### src/hdl/xfer_ctl_params.svh
/*
 Constants of the transfer control.
 Assumes a 10 MHz clock and 16-bit CPU words.
*/
// Behaviour
// - Output and transition tables copied each sweep on jumper or request.
// - Return word copied backup to master each sweep on jumper or request.
// - Register bank copied master to backup each sweep on jumper or request.
// - Bank first register is the start pointer contents.
// - Bank last register is the end pointer contents.
// - Bank copy only with both pointers in 1 to 4096.
// - No bank copy when start exceeds end.
// - Init jumper set: all registers, tables and scratchpad to new backup.
// - Init starts when a CPU first becomes backup.
// - Init off: only the selected copies run.
// - Init only after a finished switch, backup on-line.
// - Flag jumper set moves the backup flag to the alternate point.
// - Sweep limit 150 ms at 2-3, 250 ms at 1-2.
// - Limit measures CPU scan time only.
// - Backup flag at point 1024 by default, 1022 alternate.
`ifndef XFER_CTL_PARAMS_SVH
`define XFER_CTL_PARAMS_SVH

`define RETURN_WORD_REG 13'h00FE
`define BANK_START_REG 13'h00FF
`define BANK_END_REG 13'h0100
`define REG_FIRST 13'h0001
`define REG_LAST 13'h1000
`define PTR_MIN 16'h0001
`define PTR_MAX 16'h1000
`define TABLE_FIRST 13'h0001
`define TABLE_LAST 13'h0040
`define SCRATCH_LAST 13'h0010
`define FLAG_POINT_DEFAULT 13'h0400
`define FLAG_POINT_ALT 13'h03FE
`define FLAG_ON 16'h0001

`define CLK_HZ 10000000
`define SWEEP_MAX_SHORT_MS 150
`define SWEEP_MAX_LONG_MS 250

`define OFS_STATUS 4'h0
`define OFS_CONTROL 4'h4
`define OFS_SWEEP_TIME 4'h8
`define OFS_SWEEP_COUNT 4'hC

`define CTL_CLEAR_FAULT 0
`define CTL_HOLD 1
`define ST_BUSY 0
`define ST_INIT_PENDING 1
`define ST_SWEEP_FAULT 2
`define ST_BANK_SKIPPED 3
`define ST_FLAG_ALT 4
`define ST_INIT_DONE 5

`define JOB_REGS 0
`define JOB_INPUT 1
`define JOB_OUTPUT 2
`define JOB_OVERRIDE 3
`define JOB_TRANS 4
`define JOB_SCRATCH 5
`define JOB_BANK 6
`define JOB_RETURN 7
`define JOB_FLAG 8
`define JOB_COUNT 9

`endif

### src/hdl/xfer_ctl_pkg.sv
/*
 Types of the transfer control.
 Assumes users include the constants header.
*/
package xfer_ctl_pkg;

    typedef enum logic [6:0] {
        S_IDLE = 7'b000_0001,
        S_PTR  = 7'b000_0010,
        S_EVAL = 7'b000_0100,
        S_PICK = 7'b000_1000,
        S_RUN  = 7'b001_0000,
        S_FLAG = 7'b010_0000,
        S_DONE = 7'b100_0000
    } state_t;

    typedef enum logic [2:0] {
        SP_REG      = 3'h0,
        SP_INPUT    = 3'h1,
        SP_OUTPUT   = 3'h2,
        SP_OVERRIDE = 3'h3,
        SP_TRANS    = 3'h4,
        SP_SCRATCH  = 3'h5,
        SP_BIT      = 3'h6
    } space_t;

endpackage : xfer_ctl_pkg

### src/hdl/copy_walker.sv
/*
 Word copy engine, first..last, source to destination.
 Assumes read data two cycles after rd_o.
*/
module copy_walker
    import xfer_ctl_pkg::*;
(
    input wire logic clock_i,
    input wire logic rst_n_i,
    input wire logic start_i,
    input wire logic [12:0] first_i,
    input wire logic [12:0] last_i,
    input wire logic [15:0] rdata_i,
    output logic rd_o,
    output logic [12:0] rd_addr_o,
    output logic wr_o,
    output logic [12:0] wr_addr_o,
    output logic [15:0] wr_data_o,
    output logic done_o
);

    logic busy_r, issuing_r, d1_r, d2_r;
    logic [12:0] addr_r, last_r, a1_r, a2_r;

    // Address issue
    always_ff @(posedge clock_i or negedge rst_n_i)
    begin
        if (!rst_n_i)
        begin
            issuing_r <= 1'b0;
            addr_r <= 13'h0000;
            last_r <= 13'h0000;
            rd_o <= 1'b0;
            rd_addr_o <= 13'h0000;
        end
        else
        begin
            rd_o <= issuing_r;
            rd_addr_o <= addr_r;
            if (start_i)
            begin
                issuing_r <= 1'b1;
                addr_r <= first_i;
                last_r <= last_i;
            end
            else if (issuing_r)
            begin
                if (addr_r == last_r)
                    issuing_r <= 1'b0;
                else
                    addr_r <= addr_r + 13'h0001;
            end
        end
    end

    // Read latency pipe and write out
    always_ff @(posedge clock_i or negedge rst_n_i)
    begin
        if (!rst_n_i)
        begin
            d1_r <= 1'b0;
            d2_r <= 1'b0;
            a1_r <= 13'h0000;
            a2_r <= 13'h0000;
            wr_o <= 1'b0;
            wr_addr_o <= 13'h0000;
            wr_data_o <= 16'h0000;
        end
        else
        begin
            d1_r <= rd_o;
            a1_r <= rd_addr_o;
            d2_r <= d1_r;
            a2_r <= a1_r;
            wr_o <= d2_r;
            wr_addr_o <= a2_r;
            wr_data_o <= rdata_i;
        end
    end

    // Completion once the pipe has drained
    always_ff @(posedge clock_i or negedge rst_n_i)
    begin
        if (!rst_n_i)
        begin
            busy_r <= 1'b0;
            done_o <= 1'b0;
        end
        else
        begin
            done_o <= 1'b0;
            if (start_i)
                busy_r <= 1'b1;
            else if (busy_r && !issuing_r && !rd_o && !d1_r && !d2_r)
            begin
                busy_r <= 1'b0;
                done_o <= 1'b1;
            end
        end
    end

endmodule : copy_walker

### src/hdl/redundant_cpu_data_transfer_control.sv
/*
 Transfer selection, backup init and sweep supervision.
 Assumes CPU ports answer reads one cycle later; jumper 1 is 2-3.
*/
// Added by the designer: strobed register access and the placing of the registers.
`include "xfer_ctl_params.svh"

module redundant_cpu_data_transfer_control
    import xfer_ctl_pkg::*;
#(
    parameter int SWEEP_SHORT_CYC = (`CLK_HZ / 1000) * `SWEEP_MAX_SHORT_MS,
    parameter int SWEEP_LONG_CYC = (`CLK_HZ / 1000) * `SWEEP_MAX_LONG_MS
)
(
    input wire logic clock_i,
    input wire logic rst_n_i,
    input wire logic table_copy_select_i,
    input wire logic backup_to_master_select_i,
    input wire logic bank_copy_select_i,
    input wire logic backup_init_jumper_i,
    input wire logic backup_flag_location_jumper_i,
    input wire logic sweep_limit_jumper_i,
    input wire logic table_copy_request_output_i,
    input wire logic backup_to_master_request_output_i,
    input wire logic bank_copy_request_output_i,
    input wire logic backup_cpu_sel_i,
    input wire logic backup_online_i,
    input wire logic sweep_start_i,
    output logic mst_rd_o,
    output logic mst_wr_o,
    output logic [2:0] mst_space_o,
    output logic [12:0] mst_addr_o,
    output logic [15:0] mst_wdata_o,
    input wire logic [15:0] mst_rdata_i,
    output logic bak_rd_o,
    output logic bak_wr_o,
    output logic [2:0] bak_space_o,
    output logic [12:0] bak_addr_o,
    output logic [15:0] bak_wdata_o,
    input wire logic [15:0] bak_rdata_i,
    input wire logic [3:0] reg_addr_i,
    input wire logic [31:0] reg_wdata_i,
    input wire logic reg_wr_i,
    input wire logic reg_rd_i,
    output logic [31:0] reg_rdata_o,
    output logic busy_o,
    output logic sweep_done_o,
    output logic sweep_fault_o
);

    state_t state_r, state_nxt;
    space_t space_r;
    logic [1:0] ptr_step_r;
    logic [15:0] start_ptr_r, end_ptr_r, sweep_count_r, w_wr_data, mst_wdata_nxt, bak_wdata_nxt;
    logic [`JOB_COUNT-1:0] en_r;
    logic [3:0] job_r, pick;
    logic [12:0] w_first_r, w_last_r, w_rd_addr, w_wr_addr, flag_point;
    logic [12:0] mst_addr_nxt, bak_addr_nxt;
    logic [21:0] sweep_cnt_r, sweep_last_r, sweep_limit;
    logic [2:0] mst_space_nxt, bak_space_nxt;
    logic [31:0] rdata_nxt;
    logic dir_r, w_start_r, w_rd, w_wr, w_done, prev_online_r, prev_sel_r, new_backup;
    logic init_pending_r, init_now, init_done_r, bank_ok, bank_skipped_r, hold_r, fault_r;
    logic mst_rd_nxt, mst_wr_nxt, bak_rd_nxt, bak_wr_nxt;

    // New backup: back on-line, or roles swapped
    assign new_backup = backup_online_i &&
        (!prev_online_r || (backup_cpu_sel_i != prev_sel_r));
    assign init_now = init_pending_r && backup_init_jumper_i;
    assign bank_ok = (start_ptr_r >= `PTR_MIN) && (start_ptr_r <= `PTR_MAX) &&
        (end_ptr_r >= `PTR_MIN) && (end_ptr_r <= `PTR_MAX);
    assign flag_point = backup_flag_location_jumper_i ?
        `FLAG_POINT_ALT : `FLAG_POINT_DEFAULT;
    assign sweep_limit = sweep_limit_jumper_i ?
        SWEEP_SHORT_CYC[21:0] : SWEEP_LONG_CYC[21:0];

    // Lowest pending job
    always_comb
    begin
        pick = 4'hF;
        for (int i = `JOB_COUNT - 1; i >= 0; i--)
            if (en_r[i])
                pick = 4'(i);
    end

    copy_walker u_walker (
        .clock_i(clock_i),
        .rst_n_i(rst_n_i),
        .start_i(w_start_r),
        .first_i(w_first_r),
        .last_i(w_last_r),
        .rdata_i(dir_r ? bak_rdata_i : mst_rdata_i),
        .rd_o(w_rd),
        .rd_addr_o(w_rd_addr),
        .wr_o(w_wr),
        .wr_addr_o(w_wr_addr),
        .wr_data_o(w_wr_data),
        .done_o(w_done)
    );

    // Sequencer
    always_comb
    begin
        state_nxt = state_r;
        unique case (state_r)
            S_IDLE:
                if (sweep_start_i && !hold_r)
                    state_nxt = S_PTR;
            S_PTR:
                if (ptr_step_r == 2'h3)
                    state_nxt = S_EVAL;
            S_EVAL:
                state_nxt = S_PICK;
            S_PICK:
                if (pick == 4'hF)
                    state_nxt = S_DONE;
                else if (pick == 4'(`JOB_FLAG))
                    state_nxt = S_FLAG;
                else
                    state_nxt = S_RUN;
            S_RUN:
                if (w_done)
                    state_nxt = S_PICK;
            S_FLAG:
                state_nxt = S_PICK;
            S_DONE:
                state_nxt = S_IDLE;
        endcase
    end

    always_ff @(posedge clock_i or negedge rst_n_i)
    begin
        if (!rst_n_i)
        begin
            state_r <= S_IDLE;
            busy_o <= 1'b0;
            sweep_done_o <= 1'b0;
        end
        else
        begin
            state_r <= state_nxt;
            busy_o <= (state_nxt != S_IDLE);
            sweep_done_o <= (state_r == S_DONE);
        end
    end

    // Pointer fetch from the master
    always_ff @(posedge clock_i or negedge rst_n_i)
    begin
        if (!rst_n_i)
        begin
            ptr_step_r <= 2'h0;
            start_ptr_r <= 16'h0000;
            end_ptr_r <= 16'h0000;
        end
        else if (state_r == S_PTR)
        begin
            ptr_step_r <= ptr_step_r + 2'h1;
            if (ptr_step_r == 2'h2)
                start_ptr_r <= mst_rdata_i;
            if (ptr_step_r == 2'h3)
                end_ptr_r <= mst_rdata_i;
        end
        else
            ptr_step_r <= 2'h0;
    end

    // Job enables per sweep
    always_ff @(posedge clock_i or negedge rst_n_i)
    begin
        if (!rst_n_i)
        begin
            en_r <= '0;
            bank_skipped_r <= 1'b0;
            init_done_r <= 1'b0;
        end
        else if (state_r == S_EVAL)
        begin
            en_r <= '0;
            en_r[`JOB_REGS] <= init_now;
            en_r[`JOB_INPUT] <= init_now;
            en_r[`JOB_OVERRIDE] <= init_now;
            en_r[`JOB_SCRATCH] <= init_now;
            en_r[`JOB_OUTPUT] <= init_now || table_copy_select_i ||
                table_copy_request_output_i;
            en_r[`JOB_TRANS] <= init_now || table_copy_select_i ||
                table_copy_request_output_i;
            en_r[`JOB_BANK] <= (bank_copy_select_i || bank_copy_request_output_i) &&
                bank_ok && (start_ptr_r <= end_ptr_r);
            en_r[`JOB_RETURN] <= backup_to_master_select_i ||
                backup_to_master_request_output_i;
            en_r[`JOB_FLAG] <= 1'b1;
            bank_skipped_r <= (bank_copy_select_i || bank_copy_request_output_i) &&
                !(bank_ok && (start_ptr_r <= end_ptr_r));
            init_done_r <= init_now;
        end
        else if (state_r == S_PICK && pick != 4'hF)
            en_r[pick] <= 1'b0;
    end

    // Job parameters and walker launch
    always_ff @(posedge clock_i or negedge rst_n_i)
    begin
        if (!rst_n_i)
        begin
            job_r <= 4'h0;
            dir_r <= 1'b0;
            space_r <= SP_REG;
            w_start_r <= 1'b0;
            w_first_r <= 13'h0000;
            w_last_r <= 13'h0000;
        end
        else
        begin
            w_start_r <= 1'b0;
            if (state_r == S_PICK && pick != 4'hF)
            begin
                job_r <= pick;
                dir_r <= (pick == 4'(`JOB_RETURN));
                w_start_r <= (pick != 4'(`JOB_FLAG));
                w_first_r <= `TABLE_FIRST;
                w_last_r <= `TABLE_LAST;
                case (pick)
                    4'(`JOB_REGS):
                    begin
                        space_r <= SP_REG;
                        w_first_r <= `REG_FIRST;
                        w_last_r <= `REG_LAST;
                    end
                    4'(`JOB_INPUT): space_r <= SP_INPUT;
                    4'(`JOB_OUTPUT): space_r <= SP_OUTPUT;
                    4'(`JOB_OVERRIDE): space_r <= SP_OVERRIDE;
                    4'(`JOB_TRANS): space_r <= SP_TRANS;
                    4'(`JOB_SCRATCH):
                    begin
                        space_r <= SP_SCRATCH;
                        w_last_r <= `SCRATCH_LAST;
                    end
                    4'(`JOB_BANK):
                    begin
                        space_r <= SP_REG;
                        w_first_r <= start_ptr_r[12:0];
                        w_last_r <= end_ptr_r[12:0];
                    end
                    4'(`JOB_RETURN):
                    begin
                        space_r <= SP_REG;
                        w_first_r <= `RETURN_WORD_REG;
                        w_last_r <= `RETURN_WORD_REG;
                    end
                    default: space_r <= SP_BIT;
                endcase
            end
        end
    end

    // Memory port steering
    always_comb
    begin
        mst_rd_nxt = 1'b0;
        mst_wr_nxt = 1'b0;
        mst_space_nxt = SP_REG;
        mst_addr_nxt = 13'h0000;
        mst_wdata_nxt = 16'h0000;
        bak_rd_nxt = 1'b0;
        bak_wr_nxt = 1'b0;
        bak_space_nxt = space_r;
        bak_addr_nxt = 13'h0000;
        bak_wdata_nxt = 16'h0000;
        if (state_r == S_PTR && ptr_step_r <= 2'h1)
        begin
            mst_rd_nxt = 1'b1;
            mst_addr_nxt = (ptr_step_r == 2'h0) ? `BANK_START_REG : `BANK_END_REG;
        end
        else if (dir_r)
        begin
            bak_rd_nxt = w_rd;
            bak_addr_nxt = w_rd_addr;
            mst_wr_nxt = w_wr;
            mst_space_nxt = space_r;
            mst_addr_nxt = w_wr_addr;
            mst_wdata_nxt = w_wr_data;
        end
        else
        begin
            mst_rd_nxt = w_rd;
            mst_space_nxt = space_r;
            mst_addr_nxt = w_rd_addr;
            bak_wr_nxt = w_wr;
            bak_addr_nxt = w_wr_addr;
            bak_wdata_nxt = w_wr_data;
        end
        if (state_r == S_FLAG)
        begin
            bak_wr_nxt = 1'b1;
            bak_space_nxt = SP_BIT;
            bak_addr_nxt = flag_point;
            bak_wdata_nxt = `FLAG_ON;
        end
    end

    always_ff @(posedge clock_i or negedge rst_n_i)
    begin
        if (!rst_n_i)
        begin
            mst_rd_o <= 1'b0;
            mst_wr_o <= 1'b0;
            mst_space_o <= SP_REG;
            mst_addr_o <= 13'h0000;
            mst_wdata_o <= 16'h0000;
            bak_rd_o <= 1'b0;
            bak_wr_o <= 1'b0;
            bak_space_o <= SP_REG;
            bak_addr_o <= 13'h0000;
            bak_wdata_o <= 16'h0000;
        end
        else
        begin
            mst_rd_o <= mst_rd_nxt;
            mst_wr_o <= mst_wr_nxt;
            mst_space_o <= mst_space_nxt;
            mst_addr_o <= mst_addr_nxt;
            mst_wdata_o <= mst_wdata_nxt;
            bak_rd_o <= bak_rd_nxt;
            bak_wr_o <= bak_wr_nxt;
            bak_space_o <= bak_space_nxt;
            bak_addr_o <= bak_addr_nxt;
            bak_wdata_o <= bak_wdata_nxt;
        end
    end

    // Backup role tracking, event wins
    always_ff @(posedge clock_i or negedge rst_n_i)
    begin
        if (!rst_n_i)
        begin
            prev_online_r <= 1'b0;
            prev_sel_r <= 1'b0;
            init_pending_r <= 1'b0;
        end
        else
        begin
            prev_online_r <= backup_online_i;
            prev_sel_r <= backup_cpu_sel_i;
            if (new_backup)
                init_pending_r <= 1'b1;
            else if (state_r == S_EVAL)
                init_pending_r <= 1'b0;
        end
    end

    // Sweep timer, idle cycles only
    always_ff @(posedge clock_i or negedge rst_n_i)
    begin
        if (!rst_n_i)
        begin
            sweep_cnt_r <= 22'h000000;
            sweep_last_r <= 22'h000000;
            sweep_count_r <= 16'h0000;
        end
        else if (sweep_start_i)
        begin
            sweep_last_r <= sweep_cnt_r;
            sweep_cnt_r <= 22'h000000;
        end
        else
        begin
            if (!busy_o && sweep_cnt_r != sweep_limit)
                sweep_cnt_r <= sweep_cnt_r + 22'h000001;
            if (state_r == S_DONE)
                sweep_count_r <= sweep_count_r + 16'h0001;
        end
    end

    // Overrun flag, set wins
    always_ff @(posedge clock_i or negedge rst_n_i)
    begin
        if (!rst_n_i)
        begin
            fault_r <= 1'b0;
            sweep_fault_o <= 1'b0;
        end
        else
        begin
            if (!busy_o && !sweep_start_i && sweep_cnt_r + 22'h000001 == sweep_limit)
                fault_r <= 1'b1;
            else if (reg_wr_i && reg_addr_i == `OFS_CONTROL &&
                     reg_wdata_i[`CTL_CLEAR_FAULT])
                fault_r <= 1'b0;
            sweep_fault_o <= fault_r;
        end
    end

    // Register port
    always_ff @(posedge clock_i or negedge rst_n_i)
    begin
        if (!rst_n_i)
            hold_r <= 1'b0;
        else if (reg_wr_i && reg_addr_i == `OFS_CONTROL)
            hold_r <= reg_wdata_i[`CTL_HOLD];
    end

    always_comb
    begin
        rdata_nxt = 32'h0000_0000;
        case (reg_addr_i)
            `OFS_STATUS:
            begin
                rdata_nxt[`ST_BUSY] = busy_o;
                rdata_nxt[`ST_INIT_PENDING] = init_pending_r;
                rdata_nxt[`ST_SWEEP_FAULT] = fault_r;
                rdata_nxt[`ST_BANK_SKIPPED] = bank_skipped_r;
                rdata_nxt[`ST_FLAG_ALT] = backup_flag_location_jumper_i;
                rdata_nxt[`ST_INIT_DONE] = init_done_r;
            end
            `OFS_CONTROL: rdata_nxt[`CTL_HOLD] = hold_r;
            `OFS_SWEEP_TIME: rdata_nxt[21:0] = sweep_last_r;
            `OFS_SWEEP_COUNT: rdata_nxt[15:0] = sweep_count_r;
            default: rdata_nxt = 32'h0000_0000;
        endcase
    end

    always_ff @(posedge clock_i or negedge rst_n_i)
    begin
        if (!rst_n_i)
            reg_rdata_o <= 32'h0000_0000;
        else
            reg_rdata_o <= reg_rd_i ? rdata_nxt : 32'h0000_0000;
    end

endmodule : redundant_cpu_data_transfer_control

### config.mk
export PLATFORM = sky130hd
export DESIGN_NAME = redundant_cpu_data_transfer_control
export DESIGN_NICKNAME = d
export VERILOG_FILES = /design/src/hdl/xfer_ctl_pkg.sv /design/src/hdl/copy_walker.sv /design/src/hdl/redundant_cpu_data_transfer_control.sv
export VERILOG_INCLUDE_DIRS = /design/src /design/src/hdl
export SDC_FILE = /design/constraint.sdc
export NUM_CORES = 1
export LEC_CHECK = 0
export BUFFER_PORTS_ARGS = -buffer_cell sky130_fd_sc_hd__buf_2
export CAP_MARGIN = 40
export CORE_MARGIN = 2
export CORE_UTILIZATION = 50
export CTS_CLUSTER_DIAMETER = 50
export DETAILED_ROUTE_END_ITERATION = 8
export GPL_TIMING_DRIVEN = 0
export HOLD_SLACK_MARGIN = 0.15
export PLACE_DENSITY = 0.81
export SLEW_MARGIN = 0
export SYNTH_ARGS = -nofsm -noshare
export SYNTH_HDL_FRONTEND = slang
export SYNTH_HIERARCHICAL = 1
export SYNTH_SLANG_ARGS = --single-unit
### constraint.sdc
create_clock -name clock_i -period 2.5 [get_ports clock_i]
set_clock_uncertainty 0.05 [all_clocks]
set_input_delay 0.5 -clock clock_i [delete_from_list [all_inputs] [get_ports clock_i]]
set_output_delay 0.5 -clock clock_i [all_outputs]
set_load 0.01 [all_outputs]
==> results.cfg <==
[logic_synthesis]
synth_edf_count = 0
ys_warn_count = 6
netlist_area_um2 = 14580
synth_top_family_by_area = simple AND/OR/NAND/NOR gates
yosys.area_share.simple_pct = 14.20
ys_ff_latch = 342
synth_cell_types = 73
synthTopCellsByArea = dfrtp_1 59%, mux2_2 6.6%, mux2i_1 2.5%
synth_cells = 1243
synth_largest_area_cell = dfrtp_1
synth_top_area_share_pct = 58.54
synth_commonest_cells = 341 x dfrtp_1, 86 x nand2_1, 85 x mux2_2
synth_compound_area_share_pct = 8.730
yosysMostFrequentCell = dfrtp_1
async_flop_share_pct = 100.0
synth_xor_area_share_pct = 3.305
synth_ff_type = dfrtp_1
syn_avg_cell_area_um2 = 11.73
synthAdderAreaFrac_pct = 2.215
synth_mux_area_share_pct = 9.193
ys_seq_area_share_pct = 58.72

[detailed_routing]
dr.pass1.iters = 5
avgRoutedWirePerCell_um = 18.72
via_per_inst = 5.608
drc = 0
drtIter0Drc = 923
ant_nets = 0
vias = 10465
drt_wl_total_mm = 34.94

[worst_setup_path]
reg2reg_to = fault_r$_DFFE_PN0P_
rr_startpoint = sweep_cnt_r[0]$_DFFE_PN0P_
r2r_setup_slack_ns = 0.06
reg2reg_depth = 7
cp_max_fo = 9
start_kind = flip-flop
end_kind = flip-flop
cp.arrival_ns = 2.80
cp.required_ns = 2.86
path_class = flip-flop to flip-flop

[layout]
fillers = 2273
fin_cells = 1866
antennaDiodeCount = 0
drive_gt1_share_pct = 25.17
postLayoutCoreUtil_pct = 60.52
fin_area_um2 = 17370
area_delta_synth_final_pct = 19.17
nNetsFinal = 1562

[cts]
cts.sinks = 342
cts_buffers = 39
clockBufferDepth = 3
cts_tree = built
root_buffer = clkbuf_16
clkSlewWorstSetupHoldPaths_ns = 0.06
clk-insertion-delay-late_ns = 0.53
htreeDepth = 2

[sta]
slew_viol_final = 0
worst_pin_slew_ns = 0.8232
finalCritPeriodShare_pct = 97.41
hold_viol_final = 0
setup_viol = 0
fin_crit_ns = 2.435
relSlewSlack_pct = 45.12
setup_tns_ns = 0
fmax_mhz = 410.7

[power_and_ir_drop]
ir_drop_mv = 0.6746
p_total_w = 0.01651
p_leak_nw = 8.165
p_per_area_nw_per_um2 = 950.5

[global_routing]
grt_overflow = 0
met1_usage_pct = 32.03
busiest_layer = met2
met3_usage_pct = 4.091
grt_usage_pct = 23.14
grt_pass1_vias = 10416
grt_max_degree = 133
antenna_found_initial = 2
met2_usage_pct = 37.93
grt_pass1_wl_mm = 56.30

[placed_design]
gp_congestion = 0.9308
postPlaceCellArea_um2 = 15890
portBuffers = 144
dp_cells = 1783
place_hpwl_mm = 24.57

[floorplan]
dieArea_um2 = 30530
die_y_um = 174.7
io_pins = 187
core_um2 = 28700
start_util_pct = 50.78
die_x_um = 174.7
num_rows = 62

[min_path]
hp-start = bak_rdata_i[7]
holdPathEnd = u_walker/wr_data_o[7]$_DFF_PN0_
hp-class = input port to flip-flop
hold_depth = 2

[flow_run]
drv_cap = 0

[status]
status = completed
==> cell type report <==
class / instances / area, um^2 / share of cell area [%]
flip-flops and latches: 342 / 8562 / 49.29
multi-input cells: 796 / 5615 / 32.33
clock buffers: 51 / 1081 / 6.223
repair buffers: 164 / 950.9 / 5.474
well taps: 384 / 480.5 / 2.766
plain buffers: 73 / 381.6 / 2.197
clock inverters: 19 / 160.2 / 0.9220
inverters: 37 / 138.9 / 0.7995
==> report_power, final <==
| part | leakage, nW | total (W) | internal (W) | switching (W) |
|---|---|---|---|---|
| Sequential | 4.34 | 0.00731 | 0.00653 | 0.000781 |
| Clock | 0.618 | 0.00537 | 0.00311 | 0.00227 |
| Combinational | 3.21 | 0.00383 | 0.00154 | 0.00228 |
| Total | 8.16 | 0.0165 | 0.0112 | 0.00533 |
==> flip-flops by register name, indices dropped and copies added (netlist names), 16 cells and up <==
| name | flops |
|---|---|
| sweep_count_r | 16 |
| reg_rdata_o | 22 |
| u_walker/wr_data_o | 16 |
| start_ptr_r | 16 |
| bak_wdata_o | 16 |
| sweep_cnt_r | 22 |
| end_ptr_r | 16 |
| mst_wdata_o | 16 |
| sweep_last_r | 22 |
==> repair_timing <==
action / 4_1_cts / 5_1_grt
hold endpoints to repair: 103 / 1
hold buffers: 8 / 1
endpoints found under the setup margin: 35 / 62
buffers inserted: 4 / 4
pin swaps: 3 / 5
gates resized for setup: 12 / 18
cloned: 0 / 0
==> metrics by stage <==
| stage | hold WS, ns | worst slack (ns) |
|---|---|---|
| after floorplan | 0.1544 | 0.2494 |
| after global placement | 0.2812 | -5.258 |
| after detailed placement | 0.2847 | -0.3017 |
| after CTS | 0.1515 | 0.008205 |
| after global routing | 0.1580 | -0.05899 |
| final | 0.1677 | 0.06487 |
==> logic make-up (layout without fill, tap and decap cells) <==
group                      count (synthesis)  after routing
xor gates and xnor gates                  55             55
DFF                                      342            342
muxes                                    122            122
other                                      1             10
buffers and inverters                    114            344
adders and majority gates                 26             26
and+or+nand+nor                          387            387
AOI/OAI and AO/OA                        196            196
==> metal layers <==
metal	vias up	part of all wire, %
li1	4788	-
met1	5237	43
met5	-	0.037
met2	376	49
met4	2	2.0
met3	62	6.4
==> layout by cell type, fill, tap and decap left out, types with 5 or more instances in the layout <==
cell type,count
o311ai_0,5
clkbuf_8,6
ha_1,24
xnor2_1,37
nand4_1,23
conb_1,10
inv_1,36
a31oi_1,7
and2_1,32
clkbuf_1,36
mux2i_1,36
o21ai_0,57
nor2b_1,9
and3_1,33
a21o_1,6
nor4_1,17
buf_1,9
nor2_1,81
a22o_1,28
o211ai_1,12
buf_4,22
nand4b_1,5
buf_2,153
clkbuf_16,39
dlygate4sd3_1,9
nor3b_1,6
nand3_1,30
xor2_1,18
nor3_1,17
nand2b_1,5
clkinv_2,9
dfrtp_1,339
a21oi_1,46
mux2_2,85
nand2_1,86
==> worst max path at each step <==
| stage | slack (ns) | depth (start not counted) | startpoint | end |
|---|---|---|---|---|
| global placement | -5.26 | 1 | rst_n_i | end_ptr_r[9]$_DFFE_PN0P_ |
| global route | -0.06 | 8 | sweep_cnt_r[16]$_DFFE_PN0P_ | fault_r$_DFFE_PN0P_ |
| CTS | 0.008 | 7 | sweep_cnt_r[0]$_DFFE_PN0P_ | fault_r$_DFFE_PN0P_ |
| finish | 0.06 | 7 | sweep_cnt_r[0]$_DFFE_PN0P_ | fault_r$_DFFE_PN0P_ |
| detailed placement | -0.30 | 6 | state_r[1]$_DFF_PN0_ | bak_wdata_o[9]$_DFF_PN0_ |
| floorplan | 0.25 | 9 | sweep_cnt_r[0]$_DFFE_PN0P_ | fault_r$_DFFE_PN0P_ |
==> critical path, stage by stage (launching register included) <==
cell,delay [ns]
dfrtp_2,0.44
ha_2,0.22
and3_2,0.25
nand3_4,0.16
maj3_1,0.21
a32oi_1,0.06
or4_1,0.56
o41ai_2,0.36
(Power assumes the default switching activity.)
